--- config.mk ---
export PLATFORM = sky130hd
export DESIGN_NAME = pafm_mux
export DESIGN_NICKNAME = d
export VERILOG_FILES = /design/src/verilog/pafm_pkg.sv /design/src/verilog/pafm_sync.sv /design/src/verilog/pafm_mux.sv
export SDC_FILE = /design/constraint.sdc
export NUM_CORES = 1
export LEC_CHECK = 0
export BUFFER_PORTS_ARGS = -buffer_cell sky130_fd_sc_hd__buf_2
export CAP_MARGIN = 20
export CELL_PAD_IN_SITES_DETAIL_PLACEMENT = 2
export CELL_PAD_IN_SITES_GLOBAL_PLACEMENT = 2
export CORE_ASPECT_RATIO = 0.9
export CORE_MARGIN = 5
export CORE_UTILIZATION = 35
export CTS_CLUSTER_DIAMETER = 60
export DETAILED_ROUTE_END_ITERATION = 6
export GPL_TIMING_DRIVEN = 0
export PLACE_DENSITY = 0.86
export SLEW_MARGIN = 20
export SYNTH_ARGS = -nofsm -noshare
export SYNTH_HDL_FRONTEND = slang
export SYNTH_SLANG_ARGS = --single-unit
--- constraint.sdc ---
create_clock -name clk -period 14.9 [get_ports clk]
set_input_delay 2.235 -clock clk [delete_from_list [all_inputs] [get_ports clk]]
set_output_delay 2.235 -clock clk [all_outputs]
set_load 0.1 [all_outputs]
--- src/verilog/pafm_pkg.sv ---
// package for the port alternate-function multiplexer: offsets, fields, encodings
// What this block does
// - larger packages take external clock on port B pin 3 when enabled and select is 0
// - smallest package takes the external clock on port A pin 1 instead
// - port A has no set-select registers on larger packages
// - port A enable bit alone connects that pin's single function, except pin 1 on the smallest package
// - port A pins 0 and 6 carry timer input or complement output per timer mode
// - port A map: timer0, uart0 enable/cts/rx/tx, timer1 per pin
// - ports B and C ignore second select; one first-select bit picks between two
// - ports B and C selection takes effect only with the enable bit set
// - port B select-1 map: analog inputs, lpo pins, adc reference; pins 6,7 reserved
// - adc reference on port B pin 5 exists only on the 28-pin package
// - port C select-1 is led drive plus analog; pin 3 select-0 is comparator output
// - adc reference on port C pin 2 exists only on the 20-pin package
// - alternate-function pins take direction from the peripheral, not the port
package pafm_pkg;
  // register word indices (address bits 5:2), one 32-bit word each
  localparam logic [3:0] PAFM_A_PA_OUT   = 4'h0;
  localparam logic [3:0] PAFM_A_PA_DIR   = 4'h1;
  localparam logic [3:0] PAFM_A_PA_AF    = 4'h2;
  localparam logic [3:0] PAFM_A_PB_OUT   = 4'h3;
  localparam logic [3:0] PAFM_A_PB_DIR   = 4'h4;
  localparam logic [3:0] PAFM_A_PB_AF    = 4'h5;
  localparam logic [3:0] PAFM_A_PB_SEL1  = 4'h6;
  localparam logic [3:0] PAFM_A_PB_SEL2  = 4'h7;
  localparam logic [3:0] PAFM_A_PC_OUT   = 4'h8;
  localparam logic [3:0] PAFM_A_PC_DIR   = 4'h9;
  localparam logic [3:0] PAFM_A_PC_AF    = 4'ha;
  localparam logic [3:0] PAFM_A_PC_SEL1  = 4'hb;
  localparam logic [3:0] PAFM_A_PC_SEL2  = 4'hc;
  localparam logic [3:0] PAFM_A_PIN_IN_A = 4'hd;
  localparam logic [3:0] PAFM_A_PIN_IN_B = 4'he;
  localparam logic [3:0] PAFM_A_PIN_IN_C = 4'hf;
  // reset values: all pins gpio input, low, nothing selected
  localparam logic [7:0] PAFM_RST_OUT = 8'h00;
  localparam logic [7:0] PAFM_RST_DIR = 8'h00;
  localparam logic [7:0] PAFM_RST_AF  = 8'h00;
  localparam logic [7:0] PAFM_RST_SEL = 8'h00;
  // dir register: bit 1 means output
  localparam int PAFM_PKG_8  = 8;
  localparam int PAFM_PKG_20 = 20;
  localparam int PAFM_PKG_28 = 28;
  // pin indices that carry special functions
  localparam int PAFM_BIT_TMR0_IO  = 0;
  localparam int PAFM_BIT_TMR0_OUT = 1;
  localparam int PAFM_BIT_UDE      = 2;
  localparam int PAFM_BIT_UCTS     = 3;
  localparam int PAFM_BIT_URX      = 4;
  localparam int PAFM_BIT_UTX      = 5;
  localparam int PAFM_BIT_TMR1_IO  = 6;
  localparam int PAFM_BIT_TMR1_OUT = 7;
  localparam int PAFM_BIT_EXTERNAL_CLOCK_INPUT_A  = 1;
  localparam int PAFM_BIT_EXTERNAL_CLOCK_INPUT_B  = 3;
  localparam int PAFM_BIT_VREF_B   = 5;
  localparam int PAFM_BIT_VREF_C   = 2;
  localparam int PAFM_BIT_COMPARATOR_OUTPUT_C   = 3;
  // port B select-1 functions exist on pins 0..5 only
  localparam logic [7:0] PAFM_PB_SEL1_VALID = 8'h3f;
  // port B select-0 only pin 3 has a function
  localparam logic [7:0] PAFM_PB_SEL0_VALID = 8'h08;
  localparam logic [7:0] PAFM_PC_SEL0_VALID = 8'h08;
  // analog mode for a pin: connected to the analog bus, digital buffer off
  typedef enum logic [1:0] {
    PAFM_MODE_GPIO,
    PAFM_MODE_DIGITAL,
    PAFM_MODE_ANALOG,
    PAFM_MODE_LED
  } pafm_mode_t;
  // avalon slave states
  typedef enum logic [1:0] {
    PAFM_BUS_IDLE,
    PAFM_BUS_ACK
  } pafm_bus_t;
endpackage : pafm_pkg

--- src/verilog/pafm_sync.sv ---
// two-flop synchroniser for a bus of asynchronous pin inputs
`timescale 1ns/1ns
module pafm_sync #(
  parameter int WIDTH = 8
) (
  // clock and reset
  input  wire logic             clk,
  input  wire logic             rst_n,
  // data
  input  wire logic [WIDTH-1:0] d,
  output logic      [WIDTH-1:0] q
);
  logic [WIDTH-1:0] meta_reg;

  initial
  begin
    if (WIDTH < 1)
    begin
      $error("pafm_sync: WIDTH must be at least 1");
    end
  end

  // first stage feeds only the second stage
  always_ff @(posedge clk or negedge rst_n)
  begin
    if (!rst_n)
    begin
      meta_reg <= '0;
      q        <= '0;
    end
    else
    begin
      meta_reg <= d;
      q        <= meta_reg;
    end
  end
endmodule : pafm_sync

--- src/verilog/pafm_mux.sv ---
// port alternate-function multiplexer with avalon-mm register slave
`timescale 1ns/1ns
module pafm_mux
  import pafm_pkg::*;
#(
  parameter int PKG_PINS = 28
) (
  // clock and reset
  input  wire logic       clk,
  input  wire logic       arst_n,
  // avalon-mm slave
  input  wire logic [5:0]  avs_address,
  input  wire logic        avs_read,
  input  wire logic        avs_write,
  input  wire logic [31:0] avs_writedata,
  input  wire logic [3:0]  avs_byteenable,
  output logic      [31:0] avs_readdata,
  output logic             avs_waitrequest,
  output logic      [1:0]  avs_response,
  // pins, three signals each
  input  wire logic [7:0]  pa_in,
  output logic      [7:0]  pa_out,
  output logic      [7:0]  pa_oe,
  input  wire logic [7:0]  pb_in,
  output logic      [7:0]  pb_out,
  output logic      [7:0]  pb_oe,
  input  wire logic [7:0]  pc_in,
  output logic      [7:0]  pc_out,
  output logic      [7:0]  pc_oe,
  // analog switch and led enables per pin
  output logic      [7:0]  pa_analog_en,
  output logic      [7:0]  pb_analog_en,
  output logic      [7:0]  pc_analog_en,
  output logic      [7:0]  pc_led_en,
  output logic             adc_vref_en,
  // timer 0 and timer 1
  input  wire logic        timer0_output,
  input  wire logic        timer0_output_n,
  input  wire logic        timer0_out_mode,
  output logic             timer0_input,
  input  wire logic        timer1_output,
  input  wire logic        timer1_output_n,
  input  wire logic        timer1_out_mode,
  output logic             timer1_input,
  // uart 0 with infrared
  input  wire logic        uart0_driver_enable,
  output logic             uart0_clear_to_send,
  output logic             uart0_receive,
  input  wire logic        uart0_transmit,
  // comparator and clock input
  input  wire logic        comparator_output,
  output logic             external_clock_input,
  output logic             external_clock_valid
);
  logic        rst_meta_reg;
  logic        rst_n;
  logic [7:0]  pa_out_reg;
  logic [7:0]  pa_dir_reg;
  logic [7:0]  pa_af_reg;
  logic [7:0]  pb_out_reg;
  logic [7:0]  pb_dir_reg;
  logic [7:0]  pb_af_reg;
  logic [7:0]  pb_sel1_reg;
  logic [7:0]  pb_sel2_reg;
  logic [7:0]  pc_out_reg;
  logic [7:0]  pc_dir_reg;
  logic [7:0]  pc_af_reg;
  logic [7:0]  pc_sel1_reg;
  logic [7:0]  pc_sel2_reg;
  logic [7:0]  pa_sync;
  logic [7:0]  pb_sync;
  logic [7:0]  pc_sync;
  logic [31:0] rdata_reg;
  logic [31:0] rdata_next;
  logic [1:0]  resp_reg;
  pafm_bus_t   bus_reg;
  pafm_bus_t   bus_next;

  initial
  begin
    if (PKG_PINS != PAFM_PKG_8 && PKG_PINS != PAFM_PKG_20 && PKG_PINS != PAFM_PKG_28)
    begin
      $error("pafm_mux: PKG_PINS must be 8, 20 or 28");
    end
  end

  // reset release through two flops
  always_ff @(posedge clk or negedge arst_n)
  begin
    if (!arst_n)
    begin
      rst_meta_reg <= 1'b0;
      rst_n        <= 1'b0;
    end
    else
    begin
      rst_meta_reg <= 1'b1;
      rst_n        <= rst_meta_reg;
    end
  end

  pafm_sync #(.WIDTH(24)) u_sync (
    .clk   (clk),
    .rst_n (rst_n),
    .d     ({pc_in, pb_in, pa_in}),
    .q     ({pc_sync, pb_sync, pa_sync})
  );

  // package variants: smallest package has port A [5:0] only
  localparam bit IS_SMALL = (PKG_PINS == PAFM_PKG_8);
  localparam bit IS_20    = (PKG_PINS == PAFM_PKG_20);
  localparam bit IS_28    = (PKG_PINS == PAFM_PKG_28);
  localparam logic [7:0] PA_EXIST = IS_SMALL ? 8'h3f : 8'hff;
  localparam logic [7:0] PB_EXIST = IS_SMALL ? 8'h00 : (IS_20 ? 8'h0f : 8'hff);
  localparam logic [7:0] PC_EXIST = IS_SMALL ? 8'h00 : (IS_20 ? 8'h0f : 8'hff);
  // small package has no port B, but keeps the pin 1 clock select in these registers
  localparam logic [7:0] PB_SEL_MASK = IS_SMALL ? 8'h02 : PB_EXIST;

  // avalon decode: one word per register, byte lane 0 carries data
  wire [3:0] reg_idx   = avs_address[5:2];
  wire       addr_ok   = (avs_address[1:0] == 2'b00);
  wire       req       = (avs_read || avs_write) && bus_reg == PAFM_BUS_IDLE;
  // a write lands only at the edge that completes it, with waitrequest low
  wire       wr_go     = avs_write && bus_reg == PAFM_BUS_ACK && addr_ok && avs_byteenable[0];
  wire [7:0] wb        = avs_writedata[7:0];

  // register writes; port A select registers do not exist on larger packages
  always_ff @(posedge clk or negedge rst_n)
  begin
    if (!rst_n)
    begin
      pa_out_reg  <= PAFM_RST_OUT;
      pa_dir_reg  <= PAFM_RST_DIR;
      pa_af_reg   <= PAFM_RST_AF;
      pb_out_reg  <= PAFM_RST_OUT;
      pb_dir_reg  <= PAFM_RST_DIR;
      pb_af_reg   <= PAFM_RST_AF;
      pb_sel1_reg <= PAFM_RST_SEL;
      pb_sel2_reg <= PAFM_RST_SEL;
      pc_out_reg  <= PAFM_RST_OUT;
      pc_dir_reg  <= PAFM_RST_DIR;
      pc_af_reg   <= PAFM_RST_AF;
      pc_sel1_reg <= PAFM_RST_SEL;
      pc_sel2_reg <= PAFM_RST_SEL;
    end
    else if (wr_go)
    begin
      unique case (reg_idx)
        PAFM_A_PA_OUT:  pa_out_reg  <= wb & PA_EXIST;
        PAFM_A_PA_DIR:  pa_dir_reg  <= wb & PA_EXIST;
        PAFM_A_PA_AF:   pa_af_reg   <= wb & PA_EXIST;
        PAFM_A_PB_OUT:  pb_out_reg  <= wb & PB_EXIST;
        PAFM_A_PB_DIR:  pb_dir_reg  <= wb & PB_EXIST;
        PAFM_A_PB_AF:   pb_af_reg   <= wb & PB_EXIST;
        PAFM_A_PB_SEL1: pb_sel1_reg <= wb & PB_SEL_MASK;
        PAFM_A_PB_SEL2: pb_sel2_reg <= wb & PB_SEL_MASK;
        PAFM_A_PC_OUT:  pc_out_reg  <= wb & PC_EXIST;
        PAFM_A_PC_DIR:  pc_dir_reg  <= wb & PC_EXIST;
        PAFM_A_PC_AF:   pc_af_reg   <= wb & PC_EXIST;
        PAFM_A_PC_SEL1: pc_sel1_reg <= wb & PC_EXIST;
        PAFM_A_PC_SEL2: pc_sel2_reg <= wb & PC_EXIST;
        default:        ;
      endcase
    end
  end

  // read mux; second select is stored for software and steers only the small-package pin 1 clock
  always_comb
  begin
    rdata_next = 32'h0000_0000;
    unique case (reg_idx)
      PAFM_A_PA_OUT:   rdata_next[7:0] = pa_out_reg;
      PAFM_A_PA_DIR:   rdata_next[7:0] = pa_dir_reg;
      PAFM_A_PA_AF:    rdata_next[7:0] = pa_af_reg;
      PAFM_A_PB_OUT:   rdata_next[7:0] = pb_out_reg;
      PAFM_A_PB_DIR:   rdata_next[7:0] = pb_dir_reg;
      PAFM_A_PB_AF:    rdata_next[7:0] = pb_af_reg;
      PAFM_A_PB_SEL1:  rdata_next[7:0] = pb_sel1_reg;
      PAFM_A_PB_SEL2:  rdata_next[7:0] = pb_sel2_reg;
      PAFM_A_PC_OUT:   rdata_next[7:0] = pc_out_reg;
      PAFM_A_PC_DIR:   rdata_next[7:0] = pc_dir_reg;
      PAFM_A_PC_AF:    rdata_next[7:0] = pc_af_reg;
      PAFM_A_PC_SEL1:  rdata_next[7:0] = pc_sel1_reg;
      PAFM_A_PC_SEL2:  rdata_next[7:0] = pc_sel2_reg;
      PAFM_A_PIN_IN_A: rdata_next[7:0] = pa_sync & PA_EXIST;
      PAFM_A_PIN_IN_B: rdata_next[7:0] = pb_sync & PB_EXIST;
      PAFM_A_PIN_IN_C: rdata_next[7:0] = pc_sync & PC_EXIST;
      default:         rdata_next = 32'h0000_0000;
    endcase
    if (!addr_ok)
    begin
      rdata_next = 32'h0000_0000;
    end
  end

  // one wait cycle, then an acknowledge cycle with waitrequest low
  assign bus_next = req ? PAFM_BUS_ACK : PAFM_BUS_IDLE;

  always_ff @(posedge clk or negedge rst_n)
  begin
    if (!rst_n)
    begin
      bus_reg   <= PAFM_BUS_IDLE;
      rdata_reg <= 32'h0000_0000;
      resp_reg  <= 2'b00;
    end
    else
    begin
      bus_reg   <= bus_next;
      rdata_reg <= (req && avs_read) ? rdata_next : rdata_reg;
      resp_reg  <= req ? (addr_ok ? 2'b00 : 2'b10) : resp_reg;
    end
  end

  assign avs_waitrequest = (avs_read || avs_write) && bus_reg != PAFM_BUS_ACK;
  assign avs_readdata    = rdata_reg;
  assign avs_response    = resp_reg;

  // function selects per pin
  wire [7:0] pa_alt     = pa_af_reg & PA_EXIST;
  // small package keeps selection for port A pin 1 in port B select regs
  wire       small_clk  = IS_SMALL && pa_af_reg[PAFM_BIT_EXTERNAL_CLOCK_INPUT_A]
                          && pb_sel1_reg[PAFM_BIT_EXTERNAL_CLOCK_INPUT_A]
                          && !pb_sel2_reg[PAFM_BIT_EXTERNAL_CLOCK_INPUT_A];
  wire [7:0] pb_sel1on  = pb_af_reg & pb_sel1_reg & PAFM_PB_SEL1_VALID;
  wire [7:0] pb_sel0on  = pb_af_reg & ~pb_sel1_reg & PAFM_PB_SEL0_VALID;
  wire [7:0] pc_ledon   = pc_af_reg & pc_sel1_reg;
  wire [7:0] pc_sel0on  = pc_af_reg & ~pc_sel1_reg & PAFM_PC_SEL0_VALID;
  wire       big_clk    = !IS_SMALL && pb_sel0on[PAFM_BIT_EXTERNAL_CLOCK_INPUT_B];

  // port A digital drive; pins 0 and 6 follow their timer's mode
  wire [7:0] pa_alt_oe;
  wire [7:0] pa_alt_do;
  // driver enable pin always driven while selected; as gpio it follows the dir register like any pin
  assign pa_alt_oe = {1'b1, timer1_out_mode, 1'b1, 1'b0,
                      1'b0, 1'b1, 1'b1, timer0_out_mode};
  assign pa_alt_do = {timer1_output, timer1_output_n, uart0_transmit, 1'b0,
                      1'b0, uart0_driver_enable, timer0_output, timer0_output_n};

  // direction handed to the peripheral in alternate mode
  wire [7:0] pa_oe_mux  = (pa_alt & pa_alt_oe) | (~pa_alt & pa_dir_reg);
  wire [7:0] pa_do_mux  = (pa_alt & pa_alt_do) | (~pa_alt & pa_out_reg);
  wire       pa1_clk    = IS_SMALL ? small_clk : 1'b0;
  wire [7:0] pa_oe_fin  = pa1_clk ? (pa_oe_mux & ~8'h02) : pa_oe_mux;

  // port B alternate functions are all inputs or analog
  wire [7:0] pb_alt     = pb_sel1on | pb_sel0on;
  wire [7:0] pc_cmp     = pc_sel0on;
  wire [7:0] pc_alt     = pc_ledon | pc_cmp;

  always_ff @(posedge clk or negedge rst_n)
  begin
    if (!rst_n)
    begin
      pa_out <= 8'h00;
      pa_oe  <= 8'h00;
      pb_out <= 8'h00;
      pb_oe  <= 8'h00;
      pc_out <= 8'h00;
      pc_oe  <= 8'h00;
    end
    else
    begin
      pa_out <= pa_do_mux & PA_EXIST;
      pa_oe  <= pa_oe_fin & PA_EXIST;
      pb_out <= pb_out_reg & ~pb_alt;
      pb_oe  <= pb_dir_reg & ~pb_alt;
      // led drive sinks current: drive low while enabled, comparator drives pin 3
      pc_out <= (pc_out_reg & ~pc_alt) | (pc_cmp & {8{comparator_output}});
      pc_oe  <= (pc_dir_reg & ~pc_alt) | pc_cmp | pc_ledon;
    end
  end

  // analog and led enables, registered
  always_ff @(posedge clk or negedge rst_n)
  begin
    if (!rst_n)
    begin
      pa_analog_en <= 8'h00;
      pb_analog_en <= 8'h00;
      pc_analog_en <= 8'h00;
      pc_led_en    <= 8'h00;
      adc_vref_en  <= 1'b0;
    end
    else
    begin
      pa_analog_en <= 8'h00;
      pb_analog_en <= IS_28 ? pb_sel1on
                    : (pb_sel1on & ~(8'h01 << PAFM_BIT_VREF_B));
      pc_analog_en <= pc_ledon & 8'h07;
      pc_led_en    <= pc_ledon;
      adc_vref_en  <= (IS_28 && pb_sel1on[PAFM_BIT_VREF_B])
                    || (IS_20 && pc_ledon[PAFM_BIT_VREF_C]);
    end
  end

  // peripheral inputs; unselected uart inputs idle high as an undriven line would, timer and clock inputs low
  always_ff @(posedge clk or negedge rst_n)
  begin
    if (!rst_n)
    begin
      timer0_input         <= 1'b0;
      timer1_input         <= 1'b0;
      uart0_clear_to_send  <= 1'b1;
      uart0_receive        <= 1'b1;
      external_clock_input <= 1'b0;
      external_clock_valid <= 1'b0;
    end
    else
    begin
      timer0_input         <= pa_alt[PAFM_BIT_TMR0_IO] & pa_sync[PAFM_BIT_TMR0_IO];
      timer1_input         <= pa_alt[PAFM_BIT_TMR1_IO] & pa_sync[PAFM_BIT_TMR1_IO];
      uart0_clear_to_send  <= pa_alt[PAFM_BIT_UCTS] ? pa_sync[PAFM_BIT_UCTS] : 1'b1;
      uart0_receive        <= pa_alt[PAFM_BIT_URX] ? pa_sync[PAFM_BIT_URX] : 1'b1;
      external_clock_input <= big_clk ? pb_sync[PAFM_BIT_EXTERNAL_CLOCK_INPUT_B]
                            : (pa1_clk & pa_sync[PAFM_BIT_EXTERNAL_CLOCK_INPUT_A]);
      external_clock_valid <= big_clk || pa1_clk;
    end
  end
endmodule : pafm_mux

==> impl_metrics.csv, run 1 <==
group,metric,value,unit
sta,fin_crit_sh,35.2,%
synth,syn-cell-area,9300,sq um
placed_design,dp_hpwl,21.0,mm
layout,drive_gt1_share,43.0,%
synth,synth_edf_count,0,
clock_tree,clock_sinks,232,
sta,relSlewSlack,33.9,%
worst_setup_path,worstReg2RegStart,"bus_reg[0]$_DFF_PN0_",
layout,layout_commonest_cell,"dfrtp_1",
job,max-cap-violations,0,
routing,initialDrtViolationCount,358,
synth,synthDistinctLibCells,52,
clock_tree,post_cts_buffers,0,
sta,setup_viol,0,
synth,synth-seq-cells,232,
layout,final_cell_mix,"dfrtp_1 (229), buf_2 (146), mux2_2 (122), buf_4 (47), conb_1 (41)",
synth,yosysSeqAreaShare,62.4,%
clock_tree,cts_tree,"done",
grt,antenna_found_initial,1,
worst_setup_path,end_kind,"output pin",
routing,drtPass1Iterations,4,
grt,grt_max_degree,58,
grt,gr-total-overflow,0,
status,outcome,"complete, no violations",
worst_setup_path,critPathCapture,"avs_waitrequest",
layout,finalNetCount,972,
grt,grt_pass1_vias,7453,
synth,yosysWarningCount,0,
grt,grt.total_usage,20.6,%
routing,via_per_inst,5.14,
worst_setup_path,cp_cell_sequence,"buf_2 > nor2_1 > nor2_1 > buf_2",
sta,period_minus_slack,5240,ps
routing,drt_wl_total,31.2,mm
synth,ys_async_sr_fraction,100,%
synth,syn_avg_cell_area,13.5,sq um
routing,drtAntennaViolNets,0,
placed_design,place_ws,9660,ps
routing,drc_errors,0,
layout,fin_cells,1258,
worst_setup_path,reg2reg_slack,12690,ps
worst_setup_path,cp_top_family,"buffers and inverters",
clock_tree,cts_hold_buf,0,
worst_setup_path,crit_slowest_cell,"buf_2",
floorplanning,initial_core_util,35.6,%
layout,final_util,44.0,%
placed_design,place_inst,1213,
worst_setup_path,worstPathArrival,3010,ps
sta,fin_skew,11.9,ps
clock_tree,clk_path_buf_depth,3,
floorplanning,dieArea,29900,sq um
clock_tree,clock_latency,540,ps
synth,synth_flop_cell,"dfrtp_1",
placed_design,portBuffers,131,
placed_design,place_congestion,0.829,
clock_tree,cts_root_buf,"clkbuf_16",
sta,fmax,0.191,GHz
clock_tree,numCtsBuffers,26,
worst_setup_path,crit_type,"in -> out",
floorplanning,num_io_pins,201,
worst_setup_path,crit_path_max_fanout,3,
sta,rsz0062_at_grt,"false",
sta,finalWorstSetupSlack,9660,ps
floorplanning,die_w,182,um
floorplanning,die_h,165,um
clock_tree,htree_levels,1,
worst_setup_path,startpoint,"avs_read",
worst_setup_path,critical_path_depth,4,
hold_path,hp-class,"reg -> reg",
sta,worst_slew_pin_slew,989,ps
worst_setup_path,cpPeakStageDelay,470,ps
sta,hold_viol,0,
clock_tree,cts-resized-gates,0,
worst_setup_path,worstPathRequired,12660,ps
grt,grt_pass1_wl,46.6,mm
routing,drt-wirelength-per-cell,24.8,um
floorplanning,core_area,26100,sq um
sta,slew_viol_final,0,
pwr,cellPowerDensity,133,nW/um^2
worst_setup_path,startpoint_type,"input port",
layout,syn_to_final_growth,23.5,%
worst_setup_path,worstRegToRegCells,6,
pwr,ir_drop,0.0000827,V
clock_tree,path_clk_slew,60,ps
worst_setup_path,timing.rr.end,"avs_readdata[0]$_DFFE_PN0P_",
synth,syn_inst,690,
pwr,power_leakage,5.98,nW
worst_setup_path,critPathBufInv,2,
routing,num_vias,6467,
layout,antennaDiodeCount,0,
layout,fillCellCount,2651,
floorplanning,placementRows,56,
sta,fin_setup_tns,0,ps
==> stage by stage <==
step	cell area (sq um)	hold WS [ps]	total power, W
2_1_floorplan	9450	331	0.000854
3_3_place_gp	10500	333	0.000897
3_5_place_dp	10700	336	0.000908
4_1_cts	11500	346	0.00154
5_1_grt	11500	351	0.00158
6_report	11500	346	0.00153
==> worst min-delay path by stage <==
stage                                 startpoint  cells after the start                    end
finish              u_sync.meta_reg[9]$_DFF_PN0_                      0  u_sync.q[9]$_DFF_PN0_
global route        u_sync.meta_reg[9]$_DFF_PN0_                      0  u_sync.q[9]$_DFF_PN0_
CTS                 u_sync.meta_reg[9]$_DFF_PN0_                      0  u_sync.q[9]$_DFF_PN0_
detailed placement  u_sync.meta_reg[8]$_DFF_PN0_                      0  u_sync.q[8]$_DFF_PN0_
global placement    u_sync.meta_reg[6]$_DFF_PN0_                      0  u_sync.q[6]$_DFF_PN0_
floorplan                 rst_meta_reg$_DFF_PN0_                      0        rst_n$_DFF_PN0_
==> per-layer routing <==
metal  share of wire (%)  global-route usage, %  vias to the layer above
met5               0.022                      0                        -
met4                 3.8                   7.67                        2
met3                 6.9                   4.34                       89
met2                  49                   35.8                      285
met1                  40                   25.6                     3356
li1                    -                      -                     2735
==> worst register-to-register path, delay by kind of cell (launching register included) <==
family / cells / cell delay [ps]
buffers and inverters: 2 / 640
AND/OR/NAND/NOR: 2 / 750
AO/OA/AOI/OAI: 2 / 350
flip-flops: 1 / 390
==> final cells by class <==
class / instances / area, sq um / share of cell area (%)
Buffer: 76 / 492 / 4.28
Tap cell: 348 / 435 / 3.79
Timing Repair Buffer: 136 / 766 / 6.66
Clock buffer: 35 / 746 / 6.49
Multi-Input combinational cell: 415 / 3130 / 27.2
Inverter: 6 / 22.5 / 0.196
Clock inverter: 10 / 87.6 / 0.762
Sequential cell: 232 / 5810 / 50.6
==> logic make-up (layout without fill, tap and decap cells) <==
logic type,count (synthesis),in the layout,share of synthesized area [%]
AOI/OAI and AO/OA,77,77,5.72
buffers and inverters,82,263,5.53
DFF,232,232,62.4
muxes,138,138,16.5
other,2,41,0.0807
and+or+nand+nor,159,159,9.69
==> cell usage after synthesis (all sizes together), types with 2 or more instances <==
cell type	instances	area [sq um]
o221ai	2	17.5
conb	2	7.51
a22oi	19	143
and2	20	125
clkbuf	13	48.8
buf	63	443
a2bb2oi	2	17.5
dfstp	2	52.6
o211ai	2	15.0
nor2b	29	181
nor3	5	25.0
inv	6	22.5
dfrtp	230	5760
a31oi	3	18.8
nand2b	5	31.3
nor3b	3	33.8
nand3b	3	22.5
a311oi	2	17.5
nand4	4	25.0
mux2	126	1420
o21ai	22	110
or2	12	75.1
nor2	15	61.3
a32oi	5	43.8
nand3	17	85.1
nand2	36	155
a2111oi	3	26.3
a21oi	7	35.0
and3	4	25.0
mux2i	12	120
==> power breakdown <==
| group | leakage [nW] | total, W | switching [W] | internal, W |
|---|---|---|---|---|
| clock | 0.415 | 0.000629 | 0.000261 | 0.000368 |
| sequential | 3.09 | 0.000681 | 0.0000211 | 0.000659 |
| combinational | 2.48 | 0.000218 | 0.000170 | 0.0000480 |
Power figures use the tool's default switching activity.
==> run 2: changes to the inputs <==
--- a/config.mk
+++ b/config.mk
@@ -5,17 +5,18 @@
 export SDC_FILE = /design/constraint.sdc
 export NUM_CORES = 1
 export LEC_CHECK = 0
+export ABC_AREA = 1
 export BUFFER_PORTS_ARGS = -buffer_cell sky130_fd_sc_hd__buf_2
 export CAP_MARGIN = 20
 export CELL_PAD_IN_SITES_DETAIL_PLACEMENT = 2
 export CELL_PAD_IN_SITES_GLOBAL_PLACEMENT = 2
 export CORE_ASPECT_RATIO = 0.9
 export CORE_MARGIN = 5
-export CORE_UTILIZATION = 35
+export CORE_UTILIZATION = 33
 export CTS_CLUSTER_DIAMETER = 60
 export DETAILED_ROUTE_END_ITERATION = 6
 export GPL_TIMING_DRIVEN = 0
-export PLACE_DENSITY = 0.86
+export PLACE_DENSITY = 0.89
 export SLEW_MARGIN = 20
 export SYNTH_ARGS = -nofsm -noshare
 export SYNTH_HDL_FRONTEND = slang
==> constraint.sdc (replaced) <==
create_clock -name clk -period 5.2 [get_ports clk]
set_input_delay 0.78 -clock clk [delete_from_list [all_inputs] [get_ports clk]]
set_output_delay 0.78 -clock clk [all_outputs]
set_load 0.1 [all_outputs]
==> impl_metrics.csv, run 2 <==
group,metric,value,unit
status,outcome,"complete, no violations",
floorplanning,dieArea,31400,sq um
layout,layout_commonest_cell,"nand2_1",
routing,wl_met1,13.6,mm
pwr,sw_frac_of_total,30.6,%
floorplanning,num_io_pins,201,
pwr,cellPowerDensity,397,nW/um^2
synth,ys_async_sr_fraction,100,%
placed_design,placed_cell_area,10600,sq um
routing,met2_length,17.2,mm
pwr,switching_power,0.00140,W
pwr,p_total,0.00458,W
worst_setup_path,crit_path_max_fanout,10,
clock_tree,numCtsBuffers,29,
job,max-cap-violations,0,
pwr,ir_drop,0.000235,V
synth,synth_edf_count,0,
routing,top_layer,"met4",
clock_tree,post_cts_buffers,0,
worst_setup_path,worstPathArrival,2080,ps
grt,antenna_found_initial,1,
layout,final_area,11500,sq um
clock_tree,clock_sinks,232,
synth,synth_common_cells,"nand2_1 (278), dfrtp_1 (230), o21ai_0 (110), nand3_1 (74), nor2_1 (64)",
synth,synthDominantAreaCellType,"dfrtp_1",
synth,synthTopCellsByArea,"dfrtp_1 (62%), nand2_1 (11%), o21ai_0 (6.0%), buf_4 (4.2%), nand3_1 (4.0%)",
sta,finalWorstSetupSlack,2340,ps
placed_design,portBuffers,133,
grt,gr-total-overflow,0,
clock_tree,cts_tree,"done",
synth,yosysWarningCount,0,
sta,fin_skew,25.0,ps
routing,drtAntennaViolNets,0,
pwr,p_clk_share,43.0,%
routing,route.met3.wl,2.02,mm
sta,fin_crit_sh,55.1,%
routing,drc_errors,0,
synth,yosysSeqAreaShare,63.1,%
hold_path,hp-class,"reg -> async",
floorplanning,placementRows,58,
routing,initialDrtViolationCount,575,
sta,slew_viol_final,0,
clock_tree,cts_root_buf,"clkbuf_16",
routing,drtPass1Iterations,7,
sta,worst_slew_pin_slew,776,ps
layout,syn_to_final_growth,25.2,%
pwr,power_leakage,6.30,nW
pwr,power_frac_comb,14.0,%
routing,drt-wirelength-per-cell,22.0,um
sta,fmax,0.349,GHz
clock_tree,path_clk_slew,60,ps
floorplanning,die_h,169,um
synth,synth_top_area_share,62.5,%
clock_tree,htree_levels,1,
grt,grt.total_usage,22.0,%
worst_setup_path,end_kind,"output pin",
placed_design,place_ws,2460,ps
worst_setup_path,worstPathRequired,4420,ps
synth,syn_inst,955,
floorplanning,core_area,27700,sq um
sta,relSlewSlack,48.2,%
routing,via_per_inst,4.98,
floorplanning,die_w,186,um
pwr,p_int,0.00318,W
sta,rsz0062_at_grt,"false",
grt,grt_max_degree,60,
synth,synthDistinctLibCells,24,
grt,grt_pass1_wl,53.1,mm
synth,synth-seq-cells,232,
routing,drt_wl_total,34.0,mm
clock_tree,cts-resized-gates,0,
synth,syn-cell-area,9210,sq um
sta,hold_ws,311,ps
placed_design,place_congestion,0.922,
synth,syn_avg_cell_area,9.65,sq um
sta,period_minus_slack,2860,ps
layout,final_cell_mix,"nand2_1 (278), dfrtp_1 (229), buf_2 (149), o21ai_0 (110), nand3_1 (74)",
grt,grt_pass1_vias,8802,
sta,hold_viol,0,
worst_setup_path,crit_type,"reg -> out",
pwr,power_frac_seq,43.0,%
synth,synth_flop_cell,"dfrtp_1",
sta,setup_viol,0,
floorplanning,initial_core_util,33.2,%
layout,drive_gt1_share,24.7,%
worst_setup_path,startpoint_type,"flop",
placed_design,dp_hpwl,24.2,mm
clock_tree,clock_latency,550,ps
routing,num_vias,7696,
sta,fin_setup_tns,0,ps
layout,finalNetCount,1242,
clock_tree,clk_path_buf_depth,3,
synth,synth.most_common_cell,"nand2_1",
[run 2: path summary, 6_finish.rpt]
kind / cells after the start / start / slack, ps / to
max in group asynchronous: 3 / rst_n$_DFF_PN0_ / 3590 / uart0_clear_to_send$_DFF_PN1_
worst min-delay path: 0 / rst_n$_DFF_PN0_ / 310 / u_sync.q[20]$_DFF_PN0_
worst max register to register: 7 / bus_reg[0]$_DFF_PN0_ / 2970 / avs_readdata[4]$_DFFE_PN0P_
worst min register to register: 0 / rst_n$_DFF_PN0_ / 310 / u_sync.q[20]$_DFF_PN0_
worst max-delay path: 4 / bus_reg[0]$_DFF_PN0_ / 2340 / avs_waitrequest
min in group clk: 0 / u_sync.meta_reg[10]$_DFF_PN0_ / 340 / u_sync.q[10]$_DFF_PN0_
[run 2: per-layer routing]
layer | track usage, % | vias up
met4 | 6.87 | 0
met3 | 4.30 | 80
li1 | - | 3360
met1 | 27.4 | 3964
met2 | 38.6 | 292
met5 | 0 | -
[run 2: stage by stage]
| step | cells | utilization, % |
|---|---|---|
| floorplan | 994 | - |
| global placement | 1487 | 37.8 |
| detailed placement | 1491 | 38.2 |
| CTS | 1544 | 41.6 |
| global route | 1545 | 41.6 |
| finish | 1545 | 41.6 |
[run 2: logic make-up after synthesis]
group                  Yosys count  share of synthesized area [%]
AOI/OAI and AO/OA              120                           6.60
buffers and inverters          143                           8.24
DFF                            232                           63.1
muxes                           10                           1.21
other                            2                         0.0815
and+or+nand+nor                448                           20.8
[run 2: power groups by stage]
stage               sequential (W)  clock [W]  combinational (W)
floorplan                  0.00220          0           0.000268
global placement           0.00202          0           0.000579
detailed placement         0.00200          0           0.000636
CTS                        0.00197    0.00201           0.000644
global route               0.00198    0.00209           0.000676
finish                     0.00197    0.00197           0.000641
[run 2: timing repair]
item | in CTS | in global routing
endpoints found under the setup margin | 0 | 0
hold endpoints to repair | 2 | 0
hold buffers | 1 | 0
[run 2: final cells by class]
class                      instances  area (sq um)
timing repair buffer             138           778
inverter                          62           233
clock buffer                      42           835
tap                              360           450
sequential                       232          5810
clock inverter                    10           103
buffer                            81           527
multi-input combinational        619          2790
antenna                            1          2.50
fill                            3051         16200
[run 2: worst max-delay path, cell delays in order (launching register included)]
cell and delay, ps:
dfrtp_1 380, inv_1 70, nand2_1 370, nand2_1 250, buf_2 460
